**src/hw/pad_pkg.sv**
```systemverilog
package pad_pkg;
    // ------------------------------------------------------------------
    // area decode
    // ------------------------------------------------------------------
    localparam int ADDR_W = 32;
    localparam int AREA_HI = 28;
    localparam int AREA_LO = 26;
    localparam int HALF_BIT = 25; // upper half of areas 5 and 6 is i/o
    localparam logic [2:0] AREA0 = 3'h0;
    localparam logic [2:0] AREA1 = 3'h1;
    localparam logic [2:0] AREA2 = 3'h2;
    localparam logic [2:0] AREA3 = 3'h3;
    localparam logic [2:0] AREA4 = 3'h4;
    localparam logic [2:0] AREA5 = 3'h5;
    localparam logic [2:0] AREA6 = 3'h6;
    localparam logic [2:0] AREA7 = 3'h7;
    localparam int NUM_SEL = 7; // index 1 unused, areas 0,2..6 drive pins
    // ------------------------------------------------------------------
    // bus width codes
    // ------------------------------------------------------------------
    localparam logic [1:0] WID_RSVD = 2'h0;
    localparam logic [1:0] WID_8 = 2'h1;
    localparam logic [1:0] WID_16 = 2'h2;
    localparam logic [1:0] WID_32 = 2'h3;
    localparam logic [1:0] STRAP_RST = 2'h3;
    localparam int CFG_W = 10; // two bits per area 2..6
    localparam logic [6:0] SEL_IDLE = 7'h7F;
    localparam logic [3:0] BE_NONE = 4'h0;
endpackage : pad_pkg

```
**src/hw/pad_decoder.sv**
```systemverilog
`timescale 1ns/1ps
// Operation
// RULE1 - area chosen from address bits 28 to 26, codes 000 to 111
// RULE2 - bits 31 to 29 ignored, so shadows alias the same area
// RULE3 - areas 0 to 4 each span 64 Mbytes, area 0 from zero
// RULE4 - area 0 select goes low during area 0 accesses
// RULE5 - each external area select goes low for its own area
// RULE6 - card mode in areas 5/6 adds per-byte card enables
// RULE7 - six direct select outputs: areas 0 and 2 to 6
// RULE8 - strap pins at reset fix area 0 width: 01=8,10=16,11=32
// RULE9 - areas 2 to 6 take width from per-area config field
// RULE10 - software uses only 16/32 bit width for sdram areas
// RULE11 - software uses only 8/16 bit width for card areas
// RULE12 - software gives areas 2 and 3 equal width when both sdram
// RULE13 - with ports A or B in use, all areas 8 or 16 bit; the decoder has no port input, and areas 1 and 7 always report 32 bit
// RULE14 - area 1 decodes to internal i/o, no external select
// RULE15 - software reaches area 1 untranslated via the 101 segment
// RULE16 - area 7 decodes as on-chip i/o space
// RULE17 - masters never access area 7 or its shadows
// RULE18 - areas 5/6 split: lower half memory, upper half i/o card
// RULE19 - logical space in five regions, physical in eight areas
// RULE20 - upper half of card areas runs i/o space card cycles
// RULE21 - all selects and enables negated outside their access
// RULE22 - area 0 width held until the next reset
module pad_decoder
    import pad_pkg::*;
(
    input wire logic sys_clk_i,
    input wire logic rst_b_i,
    input wire logic access_valid_i,
    input wire logic [ADDR_W-1:0] phys_addr_i,
    input wire logic [3:0] byte_enable_i,
    input wire logic [ADDR_W-1:0] logical_addr_i,
    input wire logic width_strap_hi_i,
    input wire logic width_strap_lo_i,
    input wire logic [CFG_W-1:0] area_width_config_i,
    input wire logic card_mode_area5_i,
    input wire logic card_mode_area6_i,
    output logic area0_select_n_o,
    output logic area2_select_n_o,
    output logic area3_select_n_o,
    output logic area4_select_n_o,
    output logic area5_select_n_o,
    output logic area6_select_n_o,
    output logic card_a_low_byte_enable_n_o,
    output logic card_a_high_byte_enable_n_o,
    output logic card_b_low_byte_enable_n_o,
    output logic card_b_high_byte_enable_n_o,
    output logic card_io_cycle_o,
    output logic internal_io_select_o,
    output logic onchip_io_select_o,
    output logic [1:0] bus_width_o,
    output logic [2:0] logical_region_o,
    output logic [2:0] area_code_o,
    output logic strap_reserved_o
);
    // ------------------------------------------------------------------
    // helpers
    // ------------------------------------------------------------------
    // only bits 28..26 matter; upper bits alias into shadows
    function automatic logic [2:0] area_of(input logic [ADDR_W-1:0] a);
        area_of = a[AREA_HI:AREA_LO]; // RULE1 RULE2 RULE3
    endfunction : area_of

    function automatic logic [1:0] cfg_width(input logic [CFG_W-1:0] c,
                                             input logic [2:0] area);
        logic [2:0] idx;
        idx = area - AREA2;
        cfg_width = c[{idx, 1'b0} +: 2];
    endfunction : cfg_width

    // five logical regions: the four lower 512M blocks merged as region 0
    function automatic logic [2:0] region_of(input logic [2:0] top);
        region_of = top[2] ? {1'b0, top[1:0]} + 3'h1 : 3'h0;
    endfunction : region_of

    // 16-bit card: even lanes on the low strobe, odd lanes on the high
    function automatic logic [1:0] lanes_n(input logic [3:0] be);
        lanes_n = ~{be[3] | be[1], be[2] | be[0]};
    endfunction : lanes_n

    typedef struct packed {
        logic [6:0] sel_n;
        logic [3:0] card_en_n;
        logic card_io;
        logic int_io;
        logic chip_io;
        logic [1:0] width;
        logic [2:0] region;
        logic [2:0] area;
        logic strap_bad;
    } pad_dec_t;
    pad_dec_t st;
    pad_dec_t next_st;

    logic [1:0] area0_width;

    // ------------------------------------------------------------------
    // strap capture
    // ------------------------------------------------------------------
    pad_strap i_pad_strap (
        .sys_clk_i(sys_clk_i),
        .rst_b_i(rst_b_i),
        .width_strap_hi_i(width_strap_hi_i),
        .width_strap_lo_i(width_strap_lo_i),
        .area0_width_o(area0_width)
    );

    // ------------------------------------------------------------------
    // decode
    // ------------------------------------------------------------------
    // outputs registered, so strobes trail the request by one cycle
    always_comb begin
        logic [2:0] a;
        logic card;
        a = area_of(phys_addr_i);
        card = 1'b0;
        next_st = '{sel_n: SEL_IDLE, card_en_n: 4'hF, card_io: 1'b0,
                    int_io: 1'b0, chip_io: 1'b0, width: st.width,
                    region: region_of(logical_addr_i[31:29]),
                    area: a, strap_bad: (area0_width == WID_RSVD)}; // RULE19
        if (access_valid_i) begin // RULE21
            unique case (a)
                AREA0: begin
                    next_st.sel_n[0] = 1'b0; // RULE4 RULE7
                    next_st.width = area0_width; // RULE8
                end
                AREA1: begin
                    next_st.int_io = 1'b1; // RULE14
                    next_st.width = WID_32;
                end
                AREA7: begin
                    next_st.chip_io = 1'b1; // RULE16 RULE17
                    next_st.width = WID_32;
                end
                default: begin
                    next_st.sel_n[a] = 1'b0; // RULE5 RULE7
                    next_st.width = cfg_width(area_width_config_i, a); // RULE9
                end
            endcase
            card = (a == AREA5 && card_mode_area5_i) ||
                   (a == AREA6 && card_mode_area6_i);
            if (card) begin
                // low/high byte enables from the bytes in flight
                next_st.card_en_n[1:0] = (a == AREA5) ?
                    lanes_n(byte_enable_i) : 2'h3; // RULE6
                next_st.card_en_n[3:2] = (a == AREA6) ?
                    lanes_n(byte_enable_i) : 2'h3; // RULE6
                next_st.card_io = phys_addr_i[HALF_BIT]; // RULE18 RULE20
            end
        end
    end

    // synchronous reset, every select negated
    always_ff @(posedge sys_clk_i) begin
        if (!rst_b_i) begin
            st <= '{sel_n: SEL_IDLE, card_en_n: 4'hF, card_io: 1'b0,
                    int_io: 1'b0, chip_io: 1'b0, width: WID_32,
                    region: 3'h0, area: 3'h0, strap_bad: 1'b0};
        end else begin
            st <= next_st;
        end
    end

    // ------------------------------------------------------------------
    // outputs
    // ------------------------------------------------------------------
    assign area0_select_n_o = st.sel_n[0];
    assign area2_select_n_o = st.sel_n[2];
    assign area3_select_n_o = st.sel_n[3];
    assign area4_select_n_o = st.sel_n[4];
    assign area5_select_n_o = st.sel_n[5];
    assign area6_select_n_o = st.sel_n[6];
    assign card_a_low_byte_enable_n_o = st.card_en_n[0];
    assign card_a_high_byte_enable_n_o = st.card_en_n[1];
    assign card_b_low_byte_enable_n_o = st.card_en_n[2];
    assign card_b_high_byte_enable_n_o = st.card_en_n[3];
    assign card_io_cycle_o = st.card_io;
    assign internal_io_select_o = st.int_io;
    assign onchip_io_select_o = st.chip_io;
    assign bus_width_o = st.width;
    assign logical_region_o = st.region;
    assign area_code_o = st.area;
    assign strap_reserved_o = st.strap_bad;

    // ------------------------------------------------------------------
    // checks
    // ------------------------------------------------------------------
    chk_area0_sel: assert property (@(posedge sys_clk_i) // RULE4
        disable iff (!rst_b_i)
        access_valid_i && phys_addr_i[28:26] == 3'h0 |=> !area0_select_n_o)
        else $error("area 0 select missing");
    chk_area6_sel: assert property (@(posedge sys_clk_i) // RULE5
        disable iff (!rst_b_i)
        access_valid_i && phys_addr_i[28:26] == 3'h6
        |=> !area6_select_n_o && area5_select_n_o)
        else $error("area 6 select wrong");
    chk_idle_negate: assert property (@(posedge sys_clk_i) // RULE21
        disable iff (!rst_b_i)
        !access_valid_i |=> st.sel_n == 7'h7F && st.card_en_n == 4'hF)
        else $error("select active while idle");
    chk_shadow_alias: assert property (@(posedge sys_clk_i) // RULE2
        disable iff (!rst_b_i)
        access_valid_i |=> area_code_o == $past(phys_addr_i[28:26]))
        else $error("area code ignores shadow rule");
    chk_area1_intern: assert property (@(posedge sys_clk_i) // RULE14
        disable iff (!rst_b_i)
        access_valid_i && phys_addr_i[28:26] == 3'h1
        |=> internal_io_select_o && st.sel_n == 7'h7F)
        else $error("area 1 drove external select");
    chk_area7_onchip: assert property (@(posedge sys_clk_i) // RULE16
        disable iff (!rst_b_i)
        access_valid_i && phys_addr_i[28:26] == 3'h7 |=> onchip_io_select_o)
        else $error("area 7 not on-chip");
    chk_card_enable: assert property (@(posedge sys_clk_i) // RULE6
        disable iff (!rst_b_i)
        access_valid_i && phys_addr_i[28:26] == 3'h5 && card_mode_area5_i
        && (byte_enable_i[0] || byte_enable_i[2])
        |=> !card_a_low_byte_enable_n_o && !area5_select_n_o)
        else $error("card enable missing");
    chk_card_lanes: assert property (@(posedge sys_clk_i) // RULE6
        disable iff (!rst_b_i)
        access_valid_i && phys_addr_i[28:26] == 3'h6 && card_mode_area6_i
        |=> card_b_high_byte_enable_n_o
            == !$past(byte_enable_i[1] || byte_enable_i[3]))
        else $error("card high lane enable wrong");
    chk_card_iohalf: assert property (@(posedge sys_clk_i) // RULE20
        disable iff (!rst_b_i)
        access_valid_i && phys_addr_i[28:26] == 3'h6 && card_mode_area6_i
        |=> card_io_cycle_o == $past(phys_addr_i[25]))
        else $error("card i/o half wrong");
    chk_cfg_width: assert property (@(posedge sys_clk_i) // RULE9
        disable iff (!rst_b_i)
        access_valid_i && phys_addr_i[28:26] == 3'h4
        |=> bus_width_o == $past(area_width_config_i[5:4]))
        else $error("area 4 width wrong");
    cov_area0: cover property (@(posedge sys_clk_i) !area0_select_n_o);
    cov_card_io: cover property (@(posedge sys_clk_i) card_io_cycle_o);
    cov_onchip: cover property (@(posedge sys_clk_i) onchip_io_select_o);
endmodule : pad_decoder

```
**src/hw/pad_strap.sv**
```systemverilog
`timescale 1ns/1ps
// ----------------------------------------------------------------------
// power-on strap capture
// ----------------------------------------------------------------------
module pad_strap
    import pad_pkg::*;
(
    input wire logic sys_clk_i,
    input wire logic rst_b_i,
    input wire logic width_strap_hi_i,
    input wire logic width_strap_lo_i,
    output logic [1:0] area0_width_o
);
    typedef struct packed {
        logic in_reset;
        logic [1:0] width;
    } pad_strap_t;
    pad_strap_t st;
    pad_strap_t next_st;

    // capture on the first clock after release, held until next reset
    always_comb begin
        next_st = st;
        next_st.in_reset = 1'b0;
        if (st.in_reset) begin
            next_st.width = {width_strap_hi_i, width_strap_lo_i}; // RULE8
        end
    end

    // synchronous reset loads constants only, pins sampled afterwards
    always_ff @(posedge sys_clk_i) begin
        if (!rst_b_i) begin
            st <= '{in_reset: 1'b1, width: STRAP_RST};
        end else begin
            st <= next_st; // RULE22
        end
    end

    assign area0_width_o = st.width;

    chk_strap_hold: assert property (@(posedge sys_clk_i) disable iff (!rst_b_i) // RULE22
        !st.in_reset && !$past(st.in_reset) |-> $stable(area0_width_o))
        else $error("area 0 width changed after capture");
endmodule : pad_strap

```
**config.mk**
```make
export PLATFORM = sky130hd
export DESIGN_NAME = pad_decoder
export DESIGN_NICKNAME = d
export VERILOG_FILES = /design/src/hw/pad_pkg.sv /design/src/hw/pad_decoder.sv /design/src/hw/pad_strap.sv
export SDC_FILE = /design/constraint.sdc
export NUM_CORES = 1
export LEC_CHECK = 0
export ABC_AREA = 1
export ABC_CLOCK_PERIOD_IN_PS = 1200
export BUFFER_PORTS_ARGS = -buffer_cell sky130_fd_sc_hd__buf_2
export CAP_MARGIN = 20
export CORE_MARGIN = 2
export CORE_UTILIZATION = 31
export DETAILED_ROUTE_END_ITERATION = 8
export PLACE_DENSITY = 0.83
export SYNTH_ARGS = -nofsm -noshare
export SYNTH_HDL_FRONTEND = slang
export SYNTH_SLANG_ARGS = --single-unit
```
**constraint.sdc**
```tcl
create_clock -name sys_clk_i -period 1.2 [get_ports sys_clk_i]
set_clock_uncertainty 0.05 [all_clocks]
set_input_delay 0.18 -clock sys_clk_i [delete_from_list [all_inputs] [get_ports sys_clk_i]]
set_output_delay 0.18 -clock sys_clk_i [all_outputs]
set_load 0.005 [all_outputs]
```
## Word-level counts from Yosys, hierarchy flattened

Cells that the tools add are included.

| operators by class | value |
|---|---|
| add/subtract/negate cells | 2 |
| order comparisons | 2 |
| equal/unequal tests | 4 |
| shifts and indexed selects | 1 |
| multiplexer cells | 8 |
| bitwise operators | 6 |
| reduce and logical (&&, ||, !) cells | 13 |

Operators with widths:

| operator | count |
|---|---|
| $shiftx 10x5->2 | 1 |
| $eq 3x3->1 const B | 3 |
| $reduce_and 4->1 | 2 |
| $not 7->7 | 1 |
| $reduce_or 5->1 | 1 |
| $lt 3x4->1 const B | 1 |
| $pmux 2 s2 | 1 |
| $reduce_and 2->1 | 2 |
| $add 2x1->3 const B | 1 |
| $demux 1 s3 | 1 |
| $eq 3x1->1 const B | 1 |
| $ge 3x1->1 const B | 1 |
| $logic_and 1x1->1 | 3 |
| $logic_not 3->1 | 1 |
| $mux 1 | 3 |
| $mux 3 | 1 |
| $reduce_and 3->1 | 1 |
| $sub 3x2->3 const B | 1 |
| $logic_not 2->1 | 1 |
| $mux 2 | 1 |
| $not 1->1 | 2 |
| $not 2->2 | 1 |
| $or 1x1->1 | 2 |
| $pmux 1 s2 | 1 |
| other kinds (2) | 2 |

| word-level totals | value |
|---|---|
| register bits after elaboration | 26 |
| input port bits | 85 |
| output and inout bits | 22 |
| logic and storage cells | 49 |

## Logic depth before layout (Yosys ltp)

Gate-level depths: netlist of run 1.

| logic depth | value |
|---|---|
| depth in word-level cells | 6 |
| gate-level depth with buffers | 11 |
| gate-level depth less buffers | 10 |

## Hierarchy

Synthesis of run 1 repeated with hierarchy kept, for this count alone.

| unflattened totals | value |
|---|---|
| cells, all modules | 133 |
| area, all modules | 1028.5 µm² |

Modules (own cells, without submodules):

| module | instances | cells each | area each (µm²) | sequential area each (µm²) |
|---|---|---|---|---|
| pad_decoder | 1 | 120 | 920.9 | 440.4 |
| pad_strap | 1 | 13 | 107.6 | 60.1 |

## Worst setup path before layout of run 1

No wires, ideal clock.

| timing | value |
|---|---|
| kind | input -> register |
| start point | input phys_addr_i[27] |
| end point | register st, in the netlist bus_width_o[1] |
| library setup time | 0.115 ns |
| data arrival time | 1.006 ns |
| data required time | 1.035 ns |
| setup slack | 0.029 ns |
| stages on the path | 11 |
| buffers on the path | 1 |
| path through | buf_6 > inv_2 > ha_1 > inv_1 > nand2_1 > inv_1 > nor2_1 > nand2_1 > nand2_1 > nand2_1 > nand2_1 |

| on the way | value |
|---|---|
| cells in the longest elaborated chain, start to end | 3 |
| elaborated cells between the ends (all ways) | 7 |
| classes of those cells | add/sub: 1; eq/ne: 2; shift: 1; mux: 1; reduce/logical: 2 |

RTL lines:

| what | line | RTL |
|---|---|---|
| start: declaration | pad_decoder.sv:31 | `input wire logic [ADDR_W-1:0] phys_addr_i,` |
| $sub 3x2->3 (tied with other cells) | pad_decoder.sv:68 | `idx = area - AREA2;` |
| $shiftx 10x5->2 or $reduce_or 2->1 (tied branches) | -- |  |
| $pmux 2 s2 (*) | pad_decoder.sv:123 | `unique case (a)` |
| end signal: assignment | pad_decoder.sv:157 | `st <= '{sel_n: SEL_IDLE, card_en_n: 4'hF, card_io: 1'b0,` |
| end signal: assignment | pad_decoder.sv:161 | `st <= next_st;` |
| end: declaration | pad_decoder.sv:93 | `pad_dec_t st;` |

Every way passes the cells marked *; elsewhere a longest branch is shown, timed or not.
A chain may end at the register's enable or synchronous reset.

## Worst setup path after layout of run 1

| timing | value |
|---|---|
| start point | input logical_addr_i[29] |
| end point | register st, in the netlist logical_region_o[1] |

| on the way | value |
|---|---|
| cells in the longest elaborated chain, start to end | 1 |

RTL lines:

| what | line | RTL |
|---|---|---|
| start: declaration | pad_decoder.sv:33 | `input wire logic [ADDR_W-1:0] logical_addr_i,` |
| $add 2x1->3 | pad_decoder.sv:74 | `region_of = top[2] ? {1'b0, top[1:0]} + 3'h1 : 3'h0;` |

Every way passes these cells.

==> flow_metrics.env, run 1 <==
export IMPL_seqPwrFrac=0.596
export IMPL_grt_max_degree=14
export IMPL_tritoncts="built"
export IMPL_p_int_mw=1.102
export IMPL_crit_required_ns=1.37
export IMPL_synth_area_mm2=0.001013
export IMPL_vias_per_cell=4.090
export IMPL_worstSetupPathType="input port to flop"
export IMPL_setup_ws_ns=0.1713
export IMPL_placedInstanceArea_mm2=0.001344
export IMPL_worst_path_buf_inv=3
export IMPL_track_usage=0.1258
export IMPL_timing_final_crit_share=0.8572
export IMPL_grt_pass1_wl_mm=3.560
export IMPL_layout_common_cells="buf_2 (49), nand2_1 (43), dfxtp_1 (25)"
export IMPL_dr_pass1_iters=3
export IMPL_dieArea_mm2=0.003742
export IMPL_seq_area_frac_synth=0.4938
export IMPL_antenna_found_initial=0
export IMPL_power_switching_uw=356.3
export IMPL_busiest_layer="met2"
export IMPL_antenna_left=0
export IMPL_nNetsFinal=281
export IMPL_routed_wl_mm=2.148
export IMPL_fmax_ghz=0.9721
export IMPL_place_detailed_hpwl_mm=1.773
export IMPL_cts_path_max_buffers=2
export IMPL_arrival_ns=1.20
export IMPL_end_kind="flop"
export IMPL_post_place_ws_ns=-0.03648
export IMPL_layout_cells_most_common="buf_2"
export IMPL_htreeDepth=1
export IMPL_syn_to_final_growth_pct=38.15
export IMPL_yosys_warnings=0
export IMPL_grt_pass1_vias=941
export IMPL_clock_latency_ns=0.30
export IMPL_ctsRootBufferMaster="clkbuf_4"
export IMPL_ys_ff_latch=25
export IMPL_syn_instance_count=129
export IMPL_report_final_slew_viol_count=0
export IMPL_p_clk_frac=0.240
export IMPL_clk_pin_slew_ns=0.12
export IMPL_slowest_stage="dlygate4sd3_1"
export IMPL_fin_total_pwr_mw=1.459
export IMPL_rsz0062_at_grt="no"
export IMPL_worst_path_max_fanout=2
export IMPL_combPwrFrac=0.164
export IMPL_cts_buffers_inserted=3
export IMPL_grt_use_met3=0.03571
export IMPL_die_w_um=61.18
export IMPL_min_path_type="input port to flop"
export IMPL_die_h_um=61.18
export IMPL_cap_violations=0
export IMPL_gp_congestion=0.7712
export IMPL_slew_limit_headroom=0.8498
export IMPL_tightest_slew_ns=0.2248
export IMPL_leakagePower_nw=0.7684
export IMPL_overflow=0
export IMPL_start_util=0.3293
export IMPL_max_stage_delay_ns=0.53
export IMPL_power_density_mw_per_mm2=1042
export IMPL_stdcell_area_mm2=0.001400
export IMPL_via_count=957
export IMPL_met2_usage=0.2234
export IMPL_port_buffers=49
export IMPL_clkSinkCount=25
export IMPL_rows=20
export IMPL_setup_violations=0
export IMPL_diodes=0
export IMPL_seqCellArea_um2=500.5
export IMPL_irDropWorstVdd_v=0.0004019
export IMPL_grt_use_met1=0.1462
export IMPL_ios=107
export IMPL_period_needed_ns=1.029
export IMPL_wl_per_cell_um=9.179
export IMPL_synth_fp_nets=219
export IMPL_cp_top_family="buffers and inverters"
export IMPL_worstPathCellList="dlygate4sd3_1, buf_2, ha_1, inv_1, nor2_1"
export IMPL_design_core_area_mm2=0.003078
export IMPL_fillers=319
export IMPL_first_iter_violations=15
export IMPL_worst_setup_path_start_kind="input port"
export IMPL_drive_above_1_share=0.3737
export IMPL_status="finished, final reports clean"
export IMPL_syn_area_per_cell_um2=7.856
export IMPL_switching_share=0.2443
export IMPL_finalHoldViolations=0
export IMPL_finalSetupTns_ns=0
export IMPL_drcViolationCount=0
export IMPL_yosysUniqueCellTypes=19
export IMPL_cts_resized_gates=0
export IMPL_multi_input_area_um2=422.9
## kinds of logic (layout without fill, tap and decap cells)
family	after synthesis	count (layout)	synth area share
buffers and inverters	20	81	0.08888
AOI/OAI and AO/OA	10	10	0.04937
DFF	25	25	0.4938
adders and majority gates	5	5	0.06173
and+or+nand+nor	69	69	0.3062
## repair_timing
item                      CTS  global route
hold endpoints to repair    2             0
buffers inserted            0             0
hold buffers                3             0
## cells in the mapped netlist
library cell	n	area (um^2)
nor3b_2	1	12.51
nand2_2	1	6.260
nor2_1	9	33.78
nor3_1	1	5.000
inv_1	14	52.55
nand4_1	1	6.260
and3_1	1	6.260
buf_6	2	22.52
nand3_1	6	30.03
dfxtp_1	25	500.5
a21oi_1	4	20.02
nand2_1	43	161.4
o21ai_0	5	25.02
nand3_2	3	30.03
nor2_2	2	12.51
or2_2	1	6.260
ha_1	5	62.56
inv_2	4	15.01
o21ai_1	1	5.000
## metal layers
metal | wire [um] | part of all wire
met2 | 1027 | 0.48
met5 | 0 | 0
met3 | 157 | 0.073
met4 | 12 | 0.0056
met1 | 950 | 0.44
## state kept, by name (all words and copies together), names as in the netlist
signal	count
area0_select_n_o	1
area2_select_n_o	1
area3_select_n_o	1
area4_select_n_o	1
area5_select_n_o	1
area6_select_n_o	1
area_code_o	3
bus_width_o	2
card_a_high_byte_enable_n_o	1
card_a_low_byte_enable_n_o	1
card_b_high_byte_enable_n_o	1
card_b_low_byte_enable_n_o	1
card_io_cycle_o	1
i_pad_strap.area0_width_o	2
i_pad_strap.st	1
internal_io_select_o	1
logical_region_o	3
onchip_io_select_o	1
strap_reserved_o	1
## worst register-to-register path: cells and delay by family, from the launching register on
family           cells  cell delay [ns]
flip-flops           1             0.35
AO/OA/AOI/OAI        1             0.18
AND/OR/NAND/NOR      3             0.16
## power groups by stage
stage	logic, mW	clock network, mW	registers [mW]
after floorplan	0.122	0	0.891
after global placement	0.227	0	0.887
after detailed placement	0.234	0	0.889
after CTS	0.242	0.369	0.870
after global routing	0.276	0.402	0.874
final	0.239	0.350	0.870
## worst paths after layout
path	cells past startpoint	to	start	slack, ns
min reg2reg	1	strap_reserved_o	i_pad_strap.area0_width_o[0]	0.41
max reg2reg	4	bus_width_o[1]	i_pad_strap.area0_width_o[1]	0.37
max	5	logical_region_o[1]	logical_addr_i[29]	0.17
min	3	i_pad_strap.area0_width_o[1]	width_strap_hi_i	0.04
## layout make-up
cell class / count / share of cell area
repair buffers: 59 / 0.2341
inverters: 18 / 0.04826
well taps: 44 / 0.03932
clock buffers: 4 / 0.01877
multi-input cells: 84 / 0.3021
flip-flops and latches: 25 / 0.3575
## metrics by stage
step	std cells	util	hold slack [ns]
floorplan	129	-	0.2024
CTS	234	0.4549	0.02914
global route	234	0.4549	0.06524
global placement	227	0.4366	0.3159
finish	234	0.4549	0.03643
detailed placement	227	0.4366	0.3158
(Power assumes the default switching activity.)
==> run 2: changes to the inputs <==
--- a/config.mk
+++ b/config.mk
@@ -11,6 +11,7 @@
 export CAP_MARGIN = 20
 export CORE_MARGIN = 2
 export CORE_UTILIZATION = 31
+export CTS_BUF_LIST = sky130_fd_sc_hd__clkbuf_4 sky130_fd_sc_hd__clkbuf_8 sky130_fd_sc_hd__clkbuf_16
 export DETAILED_ROUTE_END_ITERATION = 8
 export PLACE_DENSITY = 0.83
 export SYNTH_ARGS = -nofsm -noshare
==> run 2 against run 1 <==
Clock power up 8.0%. Fmax about the same. Power up 1.9%. Combinational power about the same. Largest cell class unchanged. Wire length up 0.42%.
==> flow_metrics.env, run 2 (synthesis gave the netlist of run 1 again) <==
export IMPL_status="finished, final reports clean"
export IMPL_rsz0062_at_grt="no"
export IMPL_nNetsFinal=281
export IMPL_die_h_um=61.18
export IMPL_antenna_found_initial=0
export IMPL_timing_final_crit_share=0.8572
export IMPL_place_detailed_hpwl_mm=1.773
export IMPL_post_place_ws_ns=-0.03648
export IMPL_startpoint="logical_addr_i[29]"
export IMPL_start_util=0.3293
export IMPL_combPwrFrac=0.161
export IMPL_period_needed_ns=1.029
export IMPL_port_buffers=49
export IMPL_grt_max_degree=14
export IMPL_drive_above_1_share=0.3789
export IMPL_worst_path_buf_inv=3
export IMPL_cp_top_family="buffers and inverters"
export IMPL_r2r_end="bus_width_o[1]"
export IMPL_cp_depth=5
export IMPL_cap_violations=0
export IMPL_die_w_um=61.18
export IMPL_setup_ws_ns=0.1713
export IMPL_power_switching_uw=361.7
export IMPL_drcViolationCount=0
export IMPL_cts_buffers_inserted=3
export IMPL_p_int_mw=1.125
export IMPL_endpoint="logical_region_o[1]"
export IMPL_worstPathCellList="dlygate4sd3_1, buf_2, ha_1, inv_1, nor2_1"
export IMPL_gp_congestion=0.7712
export IMPL_dieArea_mm2=0.003742
export IMPL_layout_common_cells="buf_2 (49), nand2_1 (43), dfxtp_1 (25)"
export IMPL_first_iter_violations=13
export IMPL_track_usage=0.1266
export IMPL_leakagePower_nw=0.7718
export IMPL_grt_pass1_wl_mm=3.588
export IMPL_htreeDepth=1
export IMPL_tritoncts="built"
export IMPL_dr_pass1_iters=3
export IMPL_switching_share=0.2433
export IMPL_power_density_mw_per_mm2=1059
export IMPL_worst_path_max_fanout=2
export IMPL_r2r_slack_ns=0.37
export IMPL_syn_to_final_growth_pct=38.52
export IMPL_p_clk_frac=0.254
export IMPL_design_core_area_mm2=0.003078
export IMPL_antenna_left=0
export IMPL_min_path_type="input port to flop"
export IMPL_report_final_slew_viol_count=0
export IMPL_clkSinkCount=25
export IMPL_crit_required_ns=1.37
export IMPL_clock_latency_ns=0.30
export IMPL_irDropWorstVdd_v=0.0004100
export IMPL_final_cells=234
export IMPL_fillers=319
export IMPL_worst_setup_path_start_kind="input port"
export IMPL_timing_hold_ws_ns=0.03642
export IMPL_ctsRootBufferMaster="clkbuf_4"
export IMPL_via_count=959
export IMPL_layout_cells_most_common="buf_2"
export IMPL_cts_path_max_buffers=2
export IMPL_worstSetupPathType="input port to flop"
export IMPL_end_kind="flop"
export IMPL_slowest_stage="dlygate4sd3_1"
export IMPL_clk_pin_slew_ns=0.12
export IMPL_setup_violations=0
export IMPL_finalHoldViolations=0
export IMPL_wl_per_cell_um=9.218
export IMPL_fin_total_pwr_mw=1.487
export IMPL_grt_pass1_vias=946
export IMPL_rr_worst_depth=4
export IMPL_vias_per_cell=4.098
export IMPL_r2r_start="i_pad_strap.area0_width_o[1]"
export IMPL_dp_cells=227
export IMPL_ios=107
export IMPL_tightest_slew_ns=0.2243
export IMPL_arrival_ns=1.20
export IMPL_seqPwrFrac=0.585
export IMPL_max_stage_delay_ns=0.53
export IMPL_fmax_ghz=0.9721
export IMPL_overflow=0
export IMPL_finalSetupTns_ns=0
export IMPL_diodes=0
export IMPL_slew_limit_headroom=0.8501
export IMPL_rows=20
export IMPL_routed_wl_mm=2.157
## run 2: worst min path at each step
stage,startpoint,cells past startpoint,to,slack [ns]
final,width_strap_hi_i,3,i_pad_strap.area0_width_o[1],0.04
after global routing,phys_addr_i[25],2,card_io_cycle_o,0.06
after CTS,width_strap_hi_i,3,i_pad_strap.area0_width_o[1],0.03
after detailed placement,logical_addr_i[29],2,logical_region_o[0],0.32
after global placement,logical_addr_i[29],2,logical_region_o[0],0.32
after floorplan,logical_addr_i[29],1,logical_region_o[0],0.20
## run 2: through the flow
step                  util  instance area [um^2]
floorplan                -                  1013
global placement    0.4366                  1344
detailed placement  0.4366                  1344
CTS                 0.4561                  1404
global route        0.4561                  1404
finish              0.4561                  1404
## run 2: worst min-delay path: stages
cell,delay (ns)
buf_2,0.08
a21oi_1,0.05
o21ai_0,0.06
## run 2: power groups by stage
stage	clock [mW]	sequential (mW)	combinational [mW]
final	0.378	0.870	0.239
after global routing	0.428	0.874	0.276
after CTS	0.396	0.870	0.242
after detailed placement	0	0.889	0.234
after global placement	0	0.887	0.227
after floorplan	0	0.891	0.122
## run 2: final cells by class
| class | count | area, um^2 | share of cell area |
|---|---|---|---|
| Sequential cell | 25 | 500.5 | 0.3565 |
| Multi-Input combinational cell | 84 | 422.9 | 0.3012 |
| Timing Repair Buffer | 59 | 327.8 | 0.2335 |
| Inverter | 18 | 67.56 | 0.04813 |
| Tap cell | 44 | 55.05 | 0.03922 |
| Clock buffer | 4 | 30.03 | 0.02139 |
## run 2: layer usage
| layer | GRT usage | wire, um | up-vias |
|---|---|---|---|
| met5 | 0 | 0 | - |
| met2 | 0.2249 | 1023 | 31 |
| met1 | 0.1474 | 963 | 408 |
| met3 | 0.03571 | 157 | 2 |
| li1 | - | - | 518 |
| met4 | 0.03727 | 12 | 0 |
## run 2: repair_timing
action / 4_1_cts / 5_1_grt
hold buffers: 3 / 0
setup endpoints to repair: 0 / 0
setup buffers: 0 / 0
endpoints found under the hold margin: 2 / 0
gates resized for setup: 0 / 0
==> run 3: changes to the inputs <==
--- a/config.mk
+++ b/config.mk
@@ -13,6 +13,7 @@
 export CORE_UTILIZATION = 31
 export CTS_BUF_LIST = sky130_fd_sc_hd__clkbuf_4 sky130_fd_sc_hd__clkbuf_8 sky130_fd_sc_hd__clkbuf_16
 export DETAILED_ROUTE_END_ITERATION = 8
+export MAX_ROUTING_LAYER = met4
 export PLACE_DENSITY = 0.83
 export SYNTH_ARGS = -nofsm -noshare
 export SYNTH_HDL_FRONTEND = slang
==> run 3 against run 2 <==
Critical path depth unchanged. First-iteration DRC count unchanged. Cell count unchanged. Global-route usage up 0.40 points. Sequential power about the same. Worst setup slack unchanged. Clock-buffer cell count unchanged. Fmax unchanged.
==> flow_metrics.env, run 3 (synthesis gave the netlist of run 1 again) <==
export IMPL_arrival_ns=1.20
export IMPL_dr_pass1_iters=3
export IMPL_clock_latency_ns=0.30
export IMPL_nNetsFinal=281
export IMPL_cts_setup_buffers=0
export IMPL_setup_violations=0
export IMPL_stdcell_area_mm2=0.001404
export IMPL_first_iter_violations=13
export IMPL_clk_pin_slew_ns=0.12
export IMPL_worst_path_buf_inv=3
export IMPL_layout_cells_most_common="buf_2"
export IMPL_grt_pass1_vias=946
export IMPL_leakagePower_nw=0.7718
export IMPL_place_detailed_hpwl_mm=1.773
export IMPL_start_util=0.3293
export IMPL_period_needed_ns=1.029
export IMPL_cts_path_max_buffers=2
export IMPL_dieArea_mm2=0.003742
export IMPL_crit_required_ns=1.37
export IMPL_wl_per_cell_um=9.218
export IMPL_min_path_type="input port to flop"
export IMPL_drcViolationCount=0
export IMPL_gp_congestion=0.7816
export IMPL_irDropWorstVdd_v=0.0004100
export IMPL_syn_to_final_growth_pct=38.52
export IMPL_grt_pass1_wl_mm=3.588
export IMPL_port_buffers=49
export IMPL_rsz0062_at_grt="no"
export IMPL_layout_common_cells="buf_2 (49), nand2_1 (43), dfxtp_1 (25)"
export IMPL_drive_above_1_share=0.3789
export IMPL_track_usage=0.1306
export IMPL_rows=20
export IMPL_timing_hold_ws_ns=0.03642
export IMPL_finalHoldViolations=0
export IMPL_antenna_found_initial=0
export IMPL_report_final_slew_viol_count=0
export IMPL_clkSinkCount=25
export IMPL_final_util=0.4561
export IMPL_ios=107
export IMPL_worst_path_max_fanout=2
export IMPL_final_cells=234
export IMPL_cp_top_family="buffers and inverters"
export IMPL_worstSetupPathType="input port to flop"
export IMPL_slowest_stage="dlygate4sd3_1"
export IMPL_overflow=0
export IMPL_vias_per_cell=4.098
export IMPL_fillers=319
export IMPL_die_w_um=61.18
export IMPL_routed_wl_mm=2.157
export IMPL_timing_final_crit_share=0.8572
export IMPL_status="finished, final reports clean"
export IMPL_via_count=959
export IMPL_slew_limit_headroom=0.8501
export IMPL_ctsRootBufferMaster="clkbuf_4"
export IMPL_diodes=0
export IMPL_dp_cells=227
export IMPL_cts_buffers_inserted=3
export IMPL_worst_setup_path_start_kind="input port"
export IMPL_htreeDepth=1
export IMPL_antenna_left=0
export IMPL_end_kind="flop"
export IMPL_tightest_slew_ns=0.2243
export IMPL_placedInstanceArea_mm2=0.001344
export IMPL_fmax_ghz=0.9721
export IMPL_worstPathCellList="dlygate4sd3_1, buf_2, ha_1, inv_1, nor2_1"
export IMPL_die_h_um=61.18
export IMPL_grt_max_degree=14
export IMPL_cap_violations=0
export IMPL_max_stage_delay_ns=0.53
export IMPL_design_core_area_mm2=0.003078
export IMPL_fin_total_pwr_mw=1.487
export IMPL_tritoncts="built"
export IMPL_power_density_mw_per_mm2=1059
run 3: report_power, final:
| group | leakage [nW] | internal (mW) | switching [mW] |
|---|---|---|---|
| combinational | 0.548 | 0.114 | 0.125 |
| sequential | 0.205 | 0.858 | 0.0114 |
| clock | 0.0184 | 0.152 | 0.225 |
| total | 0.772 | 1.13 | 0.362 |
run 3: what timing repair did:
| item | 4_1_cts | 5_1_grt |
|---|---|---|
| gates resized for setup | 0 | 0 |
| hold buffers | 3 | 0 |
| endpoints found under the hold margin | 2 | 0 |
run 3: path summary, 6_finish.rpt:
path,cells after the start,end,start,slack (ns)
worst max-delay path,5,logical_region_o[1],logical_addr_i[29],0.17
worst min-delay path,3,i_pad_strap.area0_width_o[1],width_strap_hi_i,0.04
worst max register to register,4,bus_width_o[1],i_pad_strap.area0_width_o[1],0.37
worst min register to register,1,strap_reserved_o,i_pad_strap.area0_width_o[0],0.41
run 3: per-layer routing:
| metal | routed length, um | up-vias | track usage |
|---|---|---|---|
| li1 | - | 518 | - |
| met1 | 981 | 408 | 0.1500 |
| met2 | 1023 | 31 | 0.2249 |
| met3 | 140 | 2 | 0.03151 |
| met4 | 12 | 0 | 0.03727 |
| met5 | 0 | - | - |
run 3: per-stage QoR:
stage               setup WS [ns]   TNS, ns
floorplan                 0.02884         0
global placement         -0.01347  -0.01347
detailed placement       -0.03648  -0.05016
CTS                        0.1712         0
global route               0.1402         0
finish                     0.1713         0
run 3: layout make-up:
class / count / area, um^2 / area share
clock buffers: 4 / 30.03 / 0.02139
inverters: 18 / 67.56 / 0.04813
multi-input cells: 84 / 422.9 / 0.3012
flip-flops and latches: 25 / 500.5 / 0.3565
well taps: 44 / 55.05 / 0.03922
repair buffers: 59 / 327.8 / 0.2335
run 3: worst register-to-register path, cell delays in order (launching register included):
cell and delay, ns:
dfxtp_1 0.35, o21ai_0 0.18, nand2_1 0.07, nand2_1 0.05, nand2_1 0.04
